==> src/rtl/sstr_pkg.sv <==
// Package for the self-test, soft reset and trim shadow register bank.
// Assumes a simple synchronous register port: address, write strobe, read.
package sstr_pkg;
  // Register offsets
  localparam logic [7:0] SSTR_OFF_SELF_TEST = 8'h2E;
  localparam logic [7:0] SSTR_OFF_SOFT_RST = 8'h2F;
  localparam logic [7:0] SSTR_OFF_TRIM_FIRST = 8'h50;
  localparam logic [7:0] SSTR_OFF_TRIM_LAST = 8'h54;
  // Field positions in the self-test register
  localparam int SSTR_BIT_ST_ENABLE = 0;
  localparam int SSTR_BIT_ST_FORCE = 1;
  // Reset values and key
  localparam logic [7:0] SSTR_SELF_TEST_RST = 8'h00;
  localparam logic [7:0] SSTR_RESET_KEY = 8'h52;
  localparam logic [7:0] SSTR_TRIM_RST = 8'h00;
  // Number of trim shadow registers
  localparam int SSTR_TRIM_NUM = 5;
  // Last wait count of each nonvolatile word fetch (three cycles per word)
  localparam logic [3:0] SSTR_NVM_WAIT = 4'h2;
  typedef enum logic [1:0] {SSTR_IDLE, SSTR_LOAD, SSTR_DONE} sstr_state_e;
endpackage : sstr_pkg

==> src/rtl/sstr_regs.sv <==
// Self-test control, soft reset key and trim shadow register bank.
// Assumes the serial port front end gives one-cycle write/read strobes
// synchronous to clk, and that rst is the power-on reset.
`timescale 1ns/1ps
module sstr_regs
  import sstr_pkg::*;
#(
  parameter logic [39:0] TRIM_INIT = 40'h5544332211
) (
  // Clock and power-on reset
  input wire logic clk,
  input wire logic rst,
  // Register port
  input wire logic [7:0] reg_addr,
  input wire logic reg_wr,
  input wire logic [7:0] reg_wdata,
  input wire logic reg_rd,
  output logic [7:0] reg_rdata,
  output logic reg_rvalid,
  // Sensor controls
  output logic self_test_enable,
  output logic self_test_force,
  output logic soft_reset_pulse,
  output logic trim_valid,
  output logic [39:0] trim_shadow
);
  import sstr_pkg::*;

  typedef struct packed {
    sstr_state_e st;
    logic [2:0] idx;
    logic [3:0] wait_cnt;
    logic [7:0] trim0;
    logic [7:0] trim1;
    logic [7:0] trim2;
    logic [7:0] trim3;
    logic [7:0] trim4;
    logic st_en;
    logic st_force;
    logic srst;
    logic valid;
    logic [7:0] rdata;
    logic rvalid;
  } sstr_state_s;

  sstr_state_s s_q;
  sstr_state_s s_d;
  logic [7:0] nvm_word;

  // Index presented to the store follows the load counter
  sstr_nvm_rom #(.TRIM_INIT(TRIM_INIT)) u_rom (
    .clk(clk),
    .idx(s_q.idx),
    .word(nvm_word)
  );

  // Read mux over the shadow array
  function automatic logic [7:0] trim_pick(input sstr_state_s s,
                                           input logic [2:0] i);
    unique case (i)
      3'h0: trim_pick = s.trim0;
      3'h1: trim_pick = s.trim1;
      3'h2: trim_pick = s.trim2;
      3'h3: trim_pick = s.trim3;
      default: trim_pick = s.trim4;
    endcase
  endfunction : trim_pick

  // Next-state logic for control, load sequencer and read port
  always_comb begin
    logic [7:0] off;
    off = reg_addr - SSTR_OFF_TRIM_FIRST;
    s_d = s_q;
    s_d.srst = 1'b0;
    s_d.rvalid = reg_rd;
    s_d.rdata = 8'h00;
    // Writes: only the two control bits are kept, the rest dropped
    if (reg_wr && reg_addr == SSTR_OFF_SELF_TEST) begin
      s_d.st_en = reg_wdata[SSTR_BIT_ST_ENABLE];
      s_d.st_force = reg_wdata[SSTR_BIT_ST_FORCE];
    end
    // Key write acts like power-on reset; wrong key does nothing
    if (reg_wr && reg_addr == SSTR_OFF_SOFT_RST &&
        reg_wdata == SSTR_RESET_KEY) begin
      s_d = '0;
      s_d.st = SSTR_LOAD;
      s_d.st_en = SSTR_SELF_TEST_RST[SSTR_BIT_ST_ENABLE];
      s_d.st_force = SSTR_SELF_TEST_RST[SSTR_BIT_ST_FORCE];
      s_d.srst = 1'b1;
      s_d.rvalid = reg_rd;
    end else begin
      // Same sequence for both resets, so no race can corrupt a word
      unique case (s_q.st)
        SSTR_IDLE: s_d.st = SSTR_LOAD;
        SSTR_LOAD: begin
          if (s_q.wait_cnt == SSTR_NVM_WAIT) begin
            unique case (s_q.idx)
              3'h0: s_d.trim0 = nvm_word;
              3'h1: s_d.trim1 = nvm_word;
              3'h2: s_d.trim2 = nvm_word;
              3'h3: s_d.trim3 = nvm_word;
              default: s_d.trim4 = nvm_word;
            endcase
            s_d.wait_cnt = 4'h0;
            if (s_q.idx == 3'(SSTR_TRIM_NUM - 1)) begin
              s_d.st = SSTR_DONE;
              s_d.valid = 1'b1;
            end else begin
              s_d.idx = s_q.idx + 3'h1;
            end
          end else begin
            s_d.wait_cnt = s_q.wait_cnt + 4'h1;
          end
        end
        SSTR_DONE: s_d.valid = 1'b1;
        default: s_d.st = SSTR_IDLE;
      endcase
      // Read answers one cycle later; reserved bits read zero
      if (reg_rd) begin
        if (reg_addr == SSTR_OFF_SELF_TEST) begin
          s_d.rdata = {6'h00, s_q.st_force, s_q.st_en};
        end else if (reg_addr >= SSTR_OFF_TRIM_FIRST &&
                     reg_addr <= SSTR_OFF_TRIM_LAST) begin
          s_d.rdata = trim_pick(s_q, off[2:0]);
        end
      end
    end
  end

  // State register
  always_ff @(posedge clk or posedge rst) begin
    if (rst) begin
      s_q <= '0;
    end else begin
      s_q <= s_d;
    end
  end

  assign self_test_enable = s_q.st_en;
  assign self_test_force = s_q.st_force;
  assign soft_reset_pulse = s_q.srst;
  assign trim_valid = s_q.valid;
  assign trim_shadow = {s_q.trim4, s_q.trim3, s_q.trim2, s_q.trim1,
                        s_q.trim0};
  assign reg_rdata = s_q.rdata;
  assign reg_rvalid = s_q.rvalid;

  // Self-test write lands next cycle
  a_st_write: assert property (@(posedge clk) disable iff (rst)
    reg_wr && reg_addr == SSTR_OFF_SELF_TEST |=>
    self_test_force == $past(reg_wdata[1]) &&
    self_test_enable == $past(reg_wdata[0]))
    else $error("self-test bits not written");
  // Self-test bits hold unless their register or the key is written
  a_st_hold: assert property (@(posedge clk) disable iff (rst)
    !(reg_wr && (reg_addr == SSTR_OFF_SELF_TEST ||
                 reg_addr == SSTR_OFF_SOFT_RST)) |=>
    $stable(self_test_force) && $stable(self_test_enable))
    else $error("self-test bits changed unasked");
  // Key write clears control and restarts load
  a_key_reset: assert property (@(posedge clk) disable iff (rst)
    reg_wr && reg_addr == SSTR_OFF_SOFT_RST && reg_wdata == SSTR_RESET_KEY
    |=> soft_reset_pulse && !trim_valid && !self_test_enable)
    else $error("key did not reset");
  // The reset pulse lasts a single cycle
  a_srst_pulse: assert property (@(posedge clk) disable iff (rst)
    soft_reset_pulse |=> !soft_reset_pulse)
    else $error("soft reset pulse too long");
  // Wrong key gives no reset pulse and leaves the enable bit alone
  a_bad_key: assert property (@(posedge clk) disable iff (rst)
    reg_wr && reg_addr == SSTR_OFF_SOFT_RST && reg_wdata != SSTR_RESET_KEY
    |=> !soft_reset_pulse && $stable(self_test_enable))
    else $error("wrong key had effect");
  // Load finishes within a bounded time after soft reset
  a_load_done: assert property (@(posedge clk) disable iff (rst)
    soft_reset_pulse |-> ##[1:20] trim_valid)
    else $error("trim load did not finish");
  // Power-on reset also reloads the shadows within a bounded time
  a_por_load: assert property (@(posedge clk) disable iff (rst)
    $fell(rst) |-> ##[1:20] trim_valid)
    else $error("power-on trim load did not finish");
  // Shadows are read-only once loaded; only a key write disturbs them
  a_trim_hold: assert property (@(posedge clk) disable iff (rst)
    trim_valid && !(reg_wr && reg_addr == SSTR_OFF_SOFT_RST) |=>
    $stable(trim_shadow) && trim_valid)
    else $error("shadow changed while loaded");
  // Loaded shadows equal the factory values
  a_load_ok: assert property (@(posedge clk) disable iff (rst)
    $rose(trim_valid) |-> trim_shadow == TRIM_INIT)
    else $error("trim shadow mismatch");
  // First and last shadow read back as held
  a_trim_first: assert property (@(posedge clk) disable iff (rst)
    reg_rd && !reg_wr && trim_valid && reg_addr == SSTR_OFF_TRIM_FIRST
    |=> reg_rvalid && reg_rdata == trim_shadow[7:0])
    else $error("first shadow readback wrong");
  a_trim_last: assert property (@(posedge clk) disable iff (rst)
    reg_rd && !reg_wr && trim_valid && reg_addr == SSTR_OFF_TRIM_LAST
    |=> reg_rvalid && reg_rdata == trim_shadow[39:32])
    else $error("last shadow readback wrong");
  // Self-test reads show reserved zeros
  a_st_read: assert property (@(posedge clk) disable iff (rst)
    reg_rd && reg_addr == SSTR_OFF_SELF_TEST && !reg_wr |=>
    reg_rvalid && reg_rdata[7:2] == 6'h00 &&
    reg_rdata[1:0] == {self_test_force, self_test_enable})
    else $error("self-test readback wrong");
  // Every read strobe is answered one cycle later
  a_rvalid_pulse: assert property (@(posedge clk) disable iff (rst)
    reg_rd |=> reg_rvalid)
    else $error("read not answered");
  // No answer and a quiet data bus when nothing was read
  a_rdata_idle: assert property (@(posedge clk) disable iff (rst)
    !reg_rd |=> !reg_rvalid && reg_rdata == 8'h00)
    else $error("read port not idle");
  // Unmapped and write-only addresses read as zero
  a_unmapped_zero: assert property (@(posedge clk) disable iff (rst)
    reg_rd && reg_addr != SSTR_OFF_SELF_TEST &&
    !(reg_addr >= SSTR_OFF_TRIM_FIRST && reg_addr <= SSTR_OFF_TRIM_LAST)
    |=> reg_rvalid && reg_rdata == 8'h00)
    else $error("unmapped read not zero");
endmodule : sstr_regs

==> src/rtl/sstr_nvm_rom.sv <==
// Factory trim nonvolatile store, modelled as a constant lookup.
// Assumes the word is valid one clock after the index is presented.
`timescale 1ns/1ps
module sstr_nvm_rom #(
  parameter logic [39:0] TRIM_INIT = 40'h5544332211
) (
  // Clock
  input wire logic clk,
  // Lookup
  input wire logic [2:0] idx,
  output logic [7:0] word
);
  // Registered read, as a real fuse array would answer
  always_ff @(posedge clk) begin
    word <= (idx < 3'h5) ? TRIM_INIT[idx*8 +: 8] : 8'h00;
  end
endmodule : sstr_nvm_rom

==> config.mk <==
export PLATFORM = sky130hd
export DESIGN_NAME = sstr_regs
export DESIGN_NICKNAME = d
export VERILOG_FILES = /design/src/rtl/sstr_pkg.sv /design/src/rtl/sstr_regs.sv /design/src/rtl/sstr_nvm_rom.sv
export SDC_FILE = /design/constraint.sdc
export NUM_CORES = 1
export LEC_CHECK = 0
export BUFFER_PORTS_ARGS = -buffer_cell sky130_fd_sc_hd__buf_2
export CAP_MARGIN = 20
export CORE_MARGIN = 5
export CORE_UTILIZATION = 30
export DETAILED_ROUTE_END_ITERATION = 10
export PLACE_DENSITY = 0.52
export REMOVE_ABC_BUFFERS = 1
export SYNTH_ARGS = -nofsm -noshare
export SYNTH_HDL_FRONTEND = slang
export SYNTH_SLANG_ARGS = --single-unit
==> constraint.sdc <==
create_clock -name clk -period 1.6 [get_ports clk]
set_clock_uncertainty 0.05 [all_clocks]
set_input_delay 0.32 -clock clk [delete_from_list [all_inputs] [get_ports clk]]
set_output_delay 0.32 -clock clk [all_outputs]
set_load 0.01 [all_outputs]
* After elaboration in Yosys (flattened, before gate mapping) *
Index checks and enable logic that the tools add are counted.

storage, ports and cells
  bits in registers = 70
  input bits = 20
  output and inout port bits = 53
  logic and storage cells = 87

cells by class
  add/subtract/negate cells = 3
  magnitude comparators = 3
  equal/unequal tests = 18
  shift operators = 1
  multiplexer cells = 23
  reductions and logical operators = 24

operators with widths
  cell                                                                              count
  8-bit two-way mux                                                                 8
  49-bit two-way mux                                                                1
  47-bit two-way mux                                                                1
  40-bit two-way mux                                                                1
  40-bit by 7-bit variable part select with 8-bit output, first input constant      1
  8-bit one-hot mux with 4 select lines                                             1
  3-bit AND reduction                                                               8
  8-bit by 6-bit == test with 1-bit output, second input constant                   2
  2-bit nonzero test                                                                7
  3-bit by 2-bit == test with 1-bit output, second input constant                   4
  9-bit two-way mux                                                                 1
  8-bit by 7-bit == test with 1-bit output, second input constant                   1
  8-bit by 7-bit >= comparator with 1-bit output, second input constant             1
  8-bit by 7-bit less-or-equal comparator with 1-bit output, second input constant  1
  3-bit by 1-bit == test with 1-bit output, second input constant                   2
  3-bit logical NOT                                                                 2
  3-bit two-way mux                                                                 2
  3-bit != test, second input constant                                              2
  2-bit one-hot mux with 3 select lines                                             1
  5-bit two-way mux                                                                 1
  4-bit by 1-bit adder with 4-bit output, second input constant                     1
  4-bit by 2-bit == test with 1-bit output, second input constant                   1
  1-bit logical AND                                                                 4
  2-bit two-way mux                                                                 2
  other kinds (14)                                                                  16

* Depth between registers and ports, before layout *
  word-level depth = 7
  gate-level depth with buffers = 7

* Cells and area by module *
A second synthesis with hierarchy kept.

unflattened totals
  cells, all modules = 328
  area, all modules = 3,564.7 um2

modules (own cells, without submodules)
  module        times used  cells an instance  area each (um2)  seq. area each (um2)
  sstr_regs     1           309                3,389.5          1,551.5
  sstr_nvm_rom  1           19                 175.2            60.1

* Worst setup path after synthesis *
No wires, ideal clock.

  path type = reg-to-reg
  from = reg s_q[53] (netlist name)
  to = reg s_q, in the netlist trim_shadow[21]
  arrival = 1,486 ps
  path slack = -57 ps
  stages on the path, launching flop included = 8
  path buffers = 1
  cell sequence = dfrtp_1 > inv_1 > ha_1 > nor3b_1 > buf_2 > nand4_1 > mux2i_1 > nor2_1

on the way
  word-level cells in the longest chain between the ends = 3

RTL lines
  what                                      line              source
  from (decl)                               sstr_regs.sv:46   sstr_state_s s_q;
  from (signal assigned)                    sstr_regs.sv:133  s_q <= '0;
  from (signal assigned)                    sstr_regs.sv:135  s_q <= s_d;
  4-bit by 2-bit == test with 1-bit output  sstr_regs.sv:96   if (s_q.wait_cnt == SSTR_NVM_WAIT) begin
  2-bit nonzero test (no line)              n/a
  3-bit AND reduction (no line)             n/a

Every way passes these cells.
A chain may end at the register's enable or synchronous reset.

* Worst setup path after layout *
  from = reg s_q[53] (netlist name)
  to = reg s_q, in the netlist trim_valid

on the way
  word-level cells in the longest chain between the ends = 3

RTL lines
  what                                      line
  4-bit by 2-bit == test with 1-bit output  sstr_regs.sv:96
  3-bit != test (no line)                   n/a
  3-bit AND reduction (no line)             n/a

Every way passes these cells.

==> qor.tcl <==
set qor(synth_top_cells_by_area) {sky130_fd_sc_hd__dfrtp_1, sky130_fd_sc_hd__buf_4, sky130_fd_sc_hd__mux2i_1, sky130_fd_sc_hd__nor2_1, sky130_fd_sc_hd__ha_1}
set qor(post-synth-top-area-cell) {sky130_fd_sc_hd__dfrtp_1}
set qor(critPathMaxFanout) 9
set qor(grt-ovfl-total) 0
set qor(clk_latency_ns) 0.29
set qor(place.port_buffers) 62
set qor(finalWeightedCongestion) 0.805
set qor(grt_setup_unrepaired) {true}
set qor(maximum_level_of_the_cts_h_tree) 2
set qor(critPathMaxStageDelay_ns) 0.38
set qor(clk_root_buffer_cell) {sky130_fd_sc_hd__clkbuf_8}
set qor(ir_drop_mv) 0.429
set qor(largest_net_degree_at_the_start_of_global_routing) 36
set qor(worst_setup_path_end_kind) {flip-flop}
set qor(start_util_pct) 30.6
set qor(asyncSetResetFlopFracSynth_pct) 92.1
set qor(die_height_microns) 95.8
set qor(synth-main-ff-cell) {sky130_fd_sc_hd__dfrtp_1}
set qor(place_inst) 362
set qor(drv_cap) 0
set qor(timing.critical_path.max_delay_family) {flip-flops}
set qor(setup_viol_count_final) 0
set qor(final_area_sq_um) 2550
set qor(dpl.hpwl_microns) 3590
set qor(synthDominantCellAreaShare_pct) 39.7
set qor(firstDrtPassIters) 4
set qor(synth-edff-count) 0
set qor(cts_hold_repair.buffers) 0
set qor(first_global_vias) 1450
set qor(post-route-worst-setup-slack_ns) 0.0264
set qor(layout_worst_path_cycle_share_pct) 98.3
set qor(num_io_pins) 73
set qor(drive_above_1_share_pct) 34.9
set qor(drt_first_iter_violations) 65
set qor(global_route_total_usage_across_every_layer_pct) 10.2
set qor(startpoint_type) {flip-flop}
set qor(most_frequent_cell_after_synthesis) {sky130_fd_sc_hd__buf_4}
set qor(tritoncts) {built}
set qor(place_area_sq_um) 2440
set qor(ctsLongestPathBuffers) 2
set qor(dieArea_sq_um) 9170
set qor(worstSetupPathType) {reg -> reg}
set qor(antenna_found_initial) 0
set qor(timing.final.hold_violations) 0
set qor(layout-area-overhead-vs-synth_pct) 15.6
set qor(critical_path.slowest_cell) {sky130_fd_sc_hd__dfrtp_1}
set qor(min-delay-path-class) {in -> async}
set qor(placement.setup.worst_slack_ns) -0.0432
set qor(ys_top_cells_by_count) {sky130_fd_sc_hd__buf_4, sky130_fd_sc_hd__dfrtp_1, sky130_fd_sc_hd__nor2_1}
set qor(detail_route.drc_violations) 0
set qor(cts_buffers) 5
set qor(average_detailed_routed_wire_length_per_instance_microns) 13.0
set qor(std_cell_rows) 31
set qor(stdcell_count) 371
set qor(route.vias.total) 1571
set qor(drtAntennaViolNets) 0
set qor(cp_cell_sequence) {inv_1, ha_1, nor3b_2, buf_4, nand4_1, mux2_4, a21oi_1}
set qor(die_w_microns) 95.8
set qor(grt_pass1_wl_microns) 7180
set qor(synth_area_per_cell_sq_um) 9.68
set qor(design_power_total_uw) 3720
set qor(synth_cell_type_count) 36
set qor(worstPathArrival_ns) 1.74
set qor(antenna-diode-count) 0
set qor(clkTransAtPathRegs_ns) 0.08
set qor(min_period_ns) 1.57
set qor(finalHoldWorstSlack_ns) 0.0706
set qor(synth_area_sq_um) 2210
set qor(worst-endpoint-required_ns) 1.77
set qor(final_layout_net_count) 298
set qor(fmaxAchievable_mhz) 635
set qor(vias_per_cell) 4.23
set qor(postRouteWirelength_microns) 4820
set qor(design.core.area_sq_um) 7210
set qor(final-max-slew-violation-count) 0
set qor(ys_seq_elements) 38
set qor(clock-sinks) 38
set qor(critPathBufInv) 2
set qor(cell_count_after_synthesis) 228
set qor(static-leakage-power_uw) 0.00131
set qor(status) {complete, no violations}
set qor(synthesis.yosys.warnings) 0
set qor(synth-seq-area-share_pct) 42.4
set qor(powerDensity_nw_per_um2) 1460
==> cells by family (layout without fill, tap and decap cells) <==
logic type,count (synthesis),after routing,synth area share (%)
and+or+nand+nor,67,67,15.5
adders and majority gates,7,7,3.97
DFF,38,38,42.4
xor gates and xnor gates,2,2,0.794
buffers and inverters,68,102,20.2
muxes,23,23,11.1
AOI/OAI and AO/OA,22,22,5.95
other,1,11,0.170
==> stage by stage <==
step	util (%)	setup TNS (ns)
floorplan	-	-12.93
global placement	33.8	-0.00402
detailed placement	33.8	-0.965
CTS	35.0	0
global route	35.4	-0.588
finish	35.4	0
==> cell type report <==
class	instances	area, sq um
Fill cell	762	4660
Sequential cell	38	936
Multi-Input combinational cell	132	891
Timing Repair Buffer	81	469
Tap cell	99	124
Clock buffer	6	72.6
Inverter	13	48.8
Clock inverter	2	10.0
==> power by group <==
| part | internal (uW) | switching [uW] | total, uW |
|---|---|---|---|
| sequential | 1240 | 273 | 1510 |
| combinational | 748 | 805 | 1550 |
| clock | 302 | 351 | 654 |
| total | 2290 | 1430 | 3720 |
==> worst register-to-register path, stage by stage, from the launching register on <==
cell                      delay [ns]
sky130_fd_sc_hd__dfrtp_1        0.38
sky130_fd_sc_hd__inv_1          0.06
sky130_fd_sc_hd__ha_1           0.13
sky130_fd_sc_hd__nor3b_2        0.15
sky130_fd_sc_hd__buf_4          0.18
sky130_fd_sc_hd__nand4_1        0.13
sky130_fd_sc_hd__mux2_4         0.29
sky130_fd_sc_hd__a21oi_1        0.14
==> worst paths after layout <==
path,from,to,slack (ns),cells past startpoint
min reg2reg,trim_valid,trim_valid,0.47,2
max reg2reg,s_q[53],trim_valid,0.03,7
min,rst,trim_shadow[28],0.07,3
max in group asynchronous,rst,s_q[57],1.10,3
min in group clk,reg_rd,reg_rvalid,0.11,1
max,s_q[53],trim_valid,0.03,7
==> routing by layer <==
metal,vias up,track usage [%],part of all wire (%)
li1,791,-,-
met1,722,13.8,45
met2,51,15.6,46
met3,7,3.05,7.5
met4,0,3.55,0.96
met5,-,0,0
==> cell usage in the layout, fill, tap and decap left out, types with 5 or more instances in the layout <==
master,netlist,final
sky130_fd_sc_hd__mux2i_1,21,21
sky130_fd_sc_hd__nor2_1,31,31
sky130_fd_sc_hd__nand2_1,7,7
sky130_fd_sc_hd__conb_1,1,11
sky130_fd_sc_hd__buf_2,5,62
sky130_fd_sc_hd__a21oi_1,8,8
sky130_fd_sc_hd__dfrtp_1,35,35
sky130_fd_sc_hd__ha_1,7,6
sky130_fd_sc_hd__nand4_1,6,6
sky130_fd_sc_hd__clkbuf_8,0,5
sky130_fd_sc_hd__buf_4,49,17
sky130_fd_sc_hd__inv_1,13,12
sky130_fd_sc_hd__nor3_1,6,6
==> sequential cells by signal, summed over array words and instances (netlist names) <==
register          flops
reg_rdata             6
reg_rvalid            1
s_q                   9
self_test_enable      1
self_test_force       1
soft_reset_pulse      1
trim_shadow          15
trim_valid            1
u_rom.word            3
==> repair_timing <==
| action | CTS | global route |
|---|---|---|
| gates resized for setup | 1 | 5 |
| hold endpoints to repair | 0 | 0 |
| buffers inserted | 0 | 1 |
| setup endpoints to repair | 7 | 17 |
| pin swaps | 2 | 2 |
(Power assumes the default switching activity.)
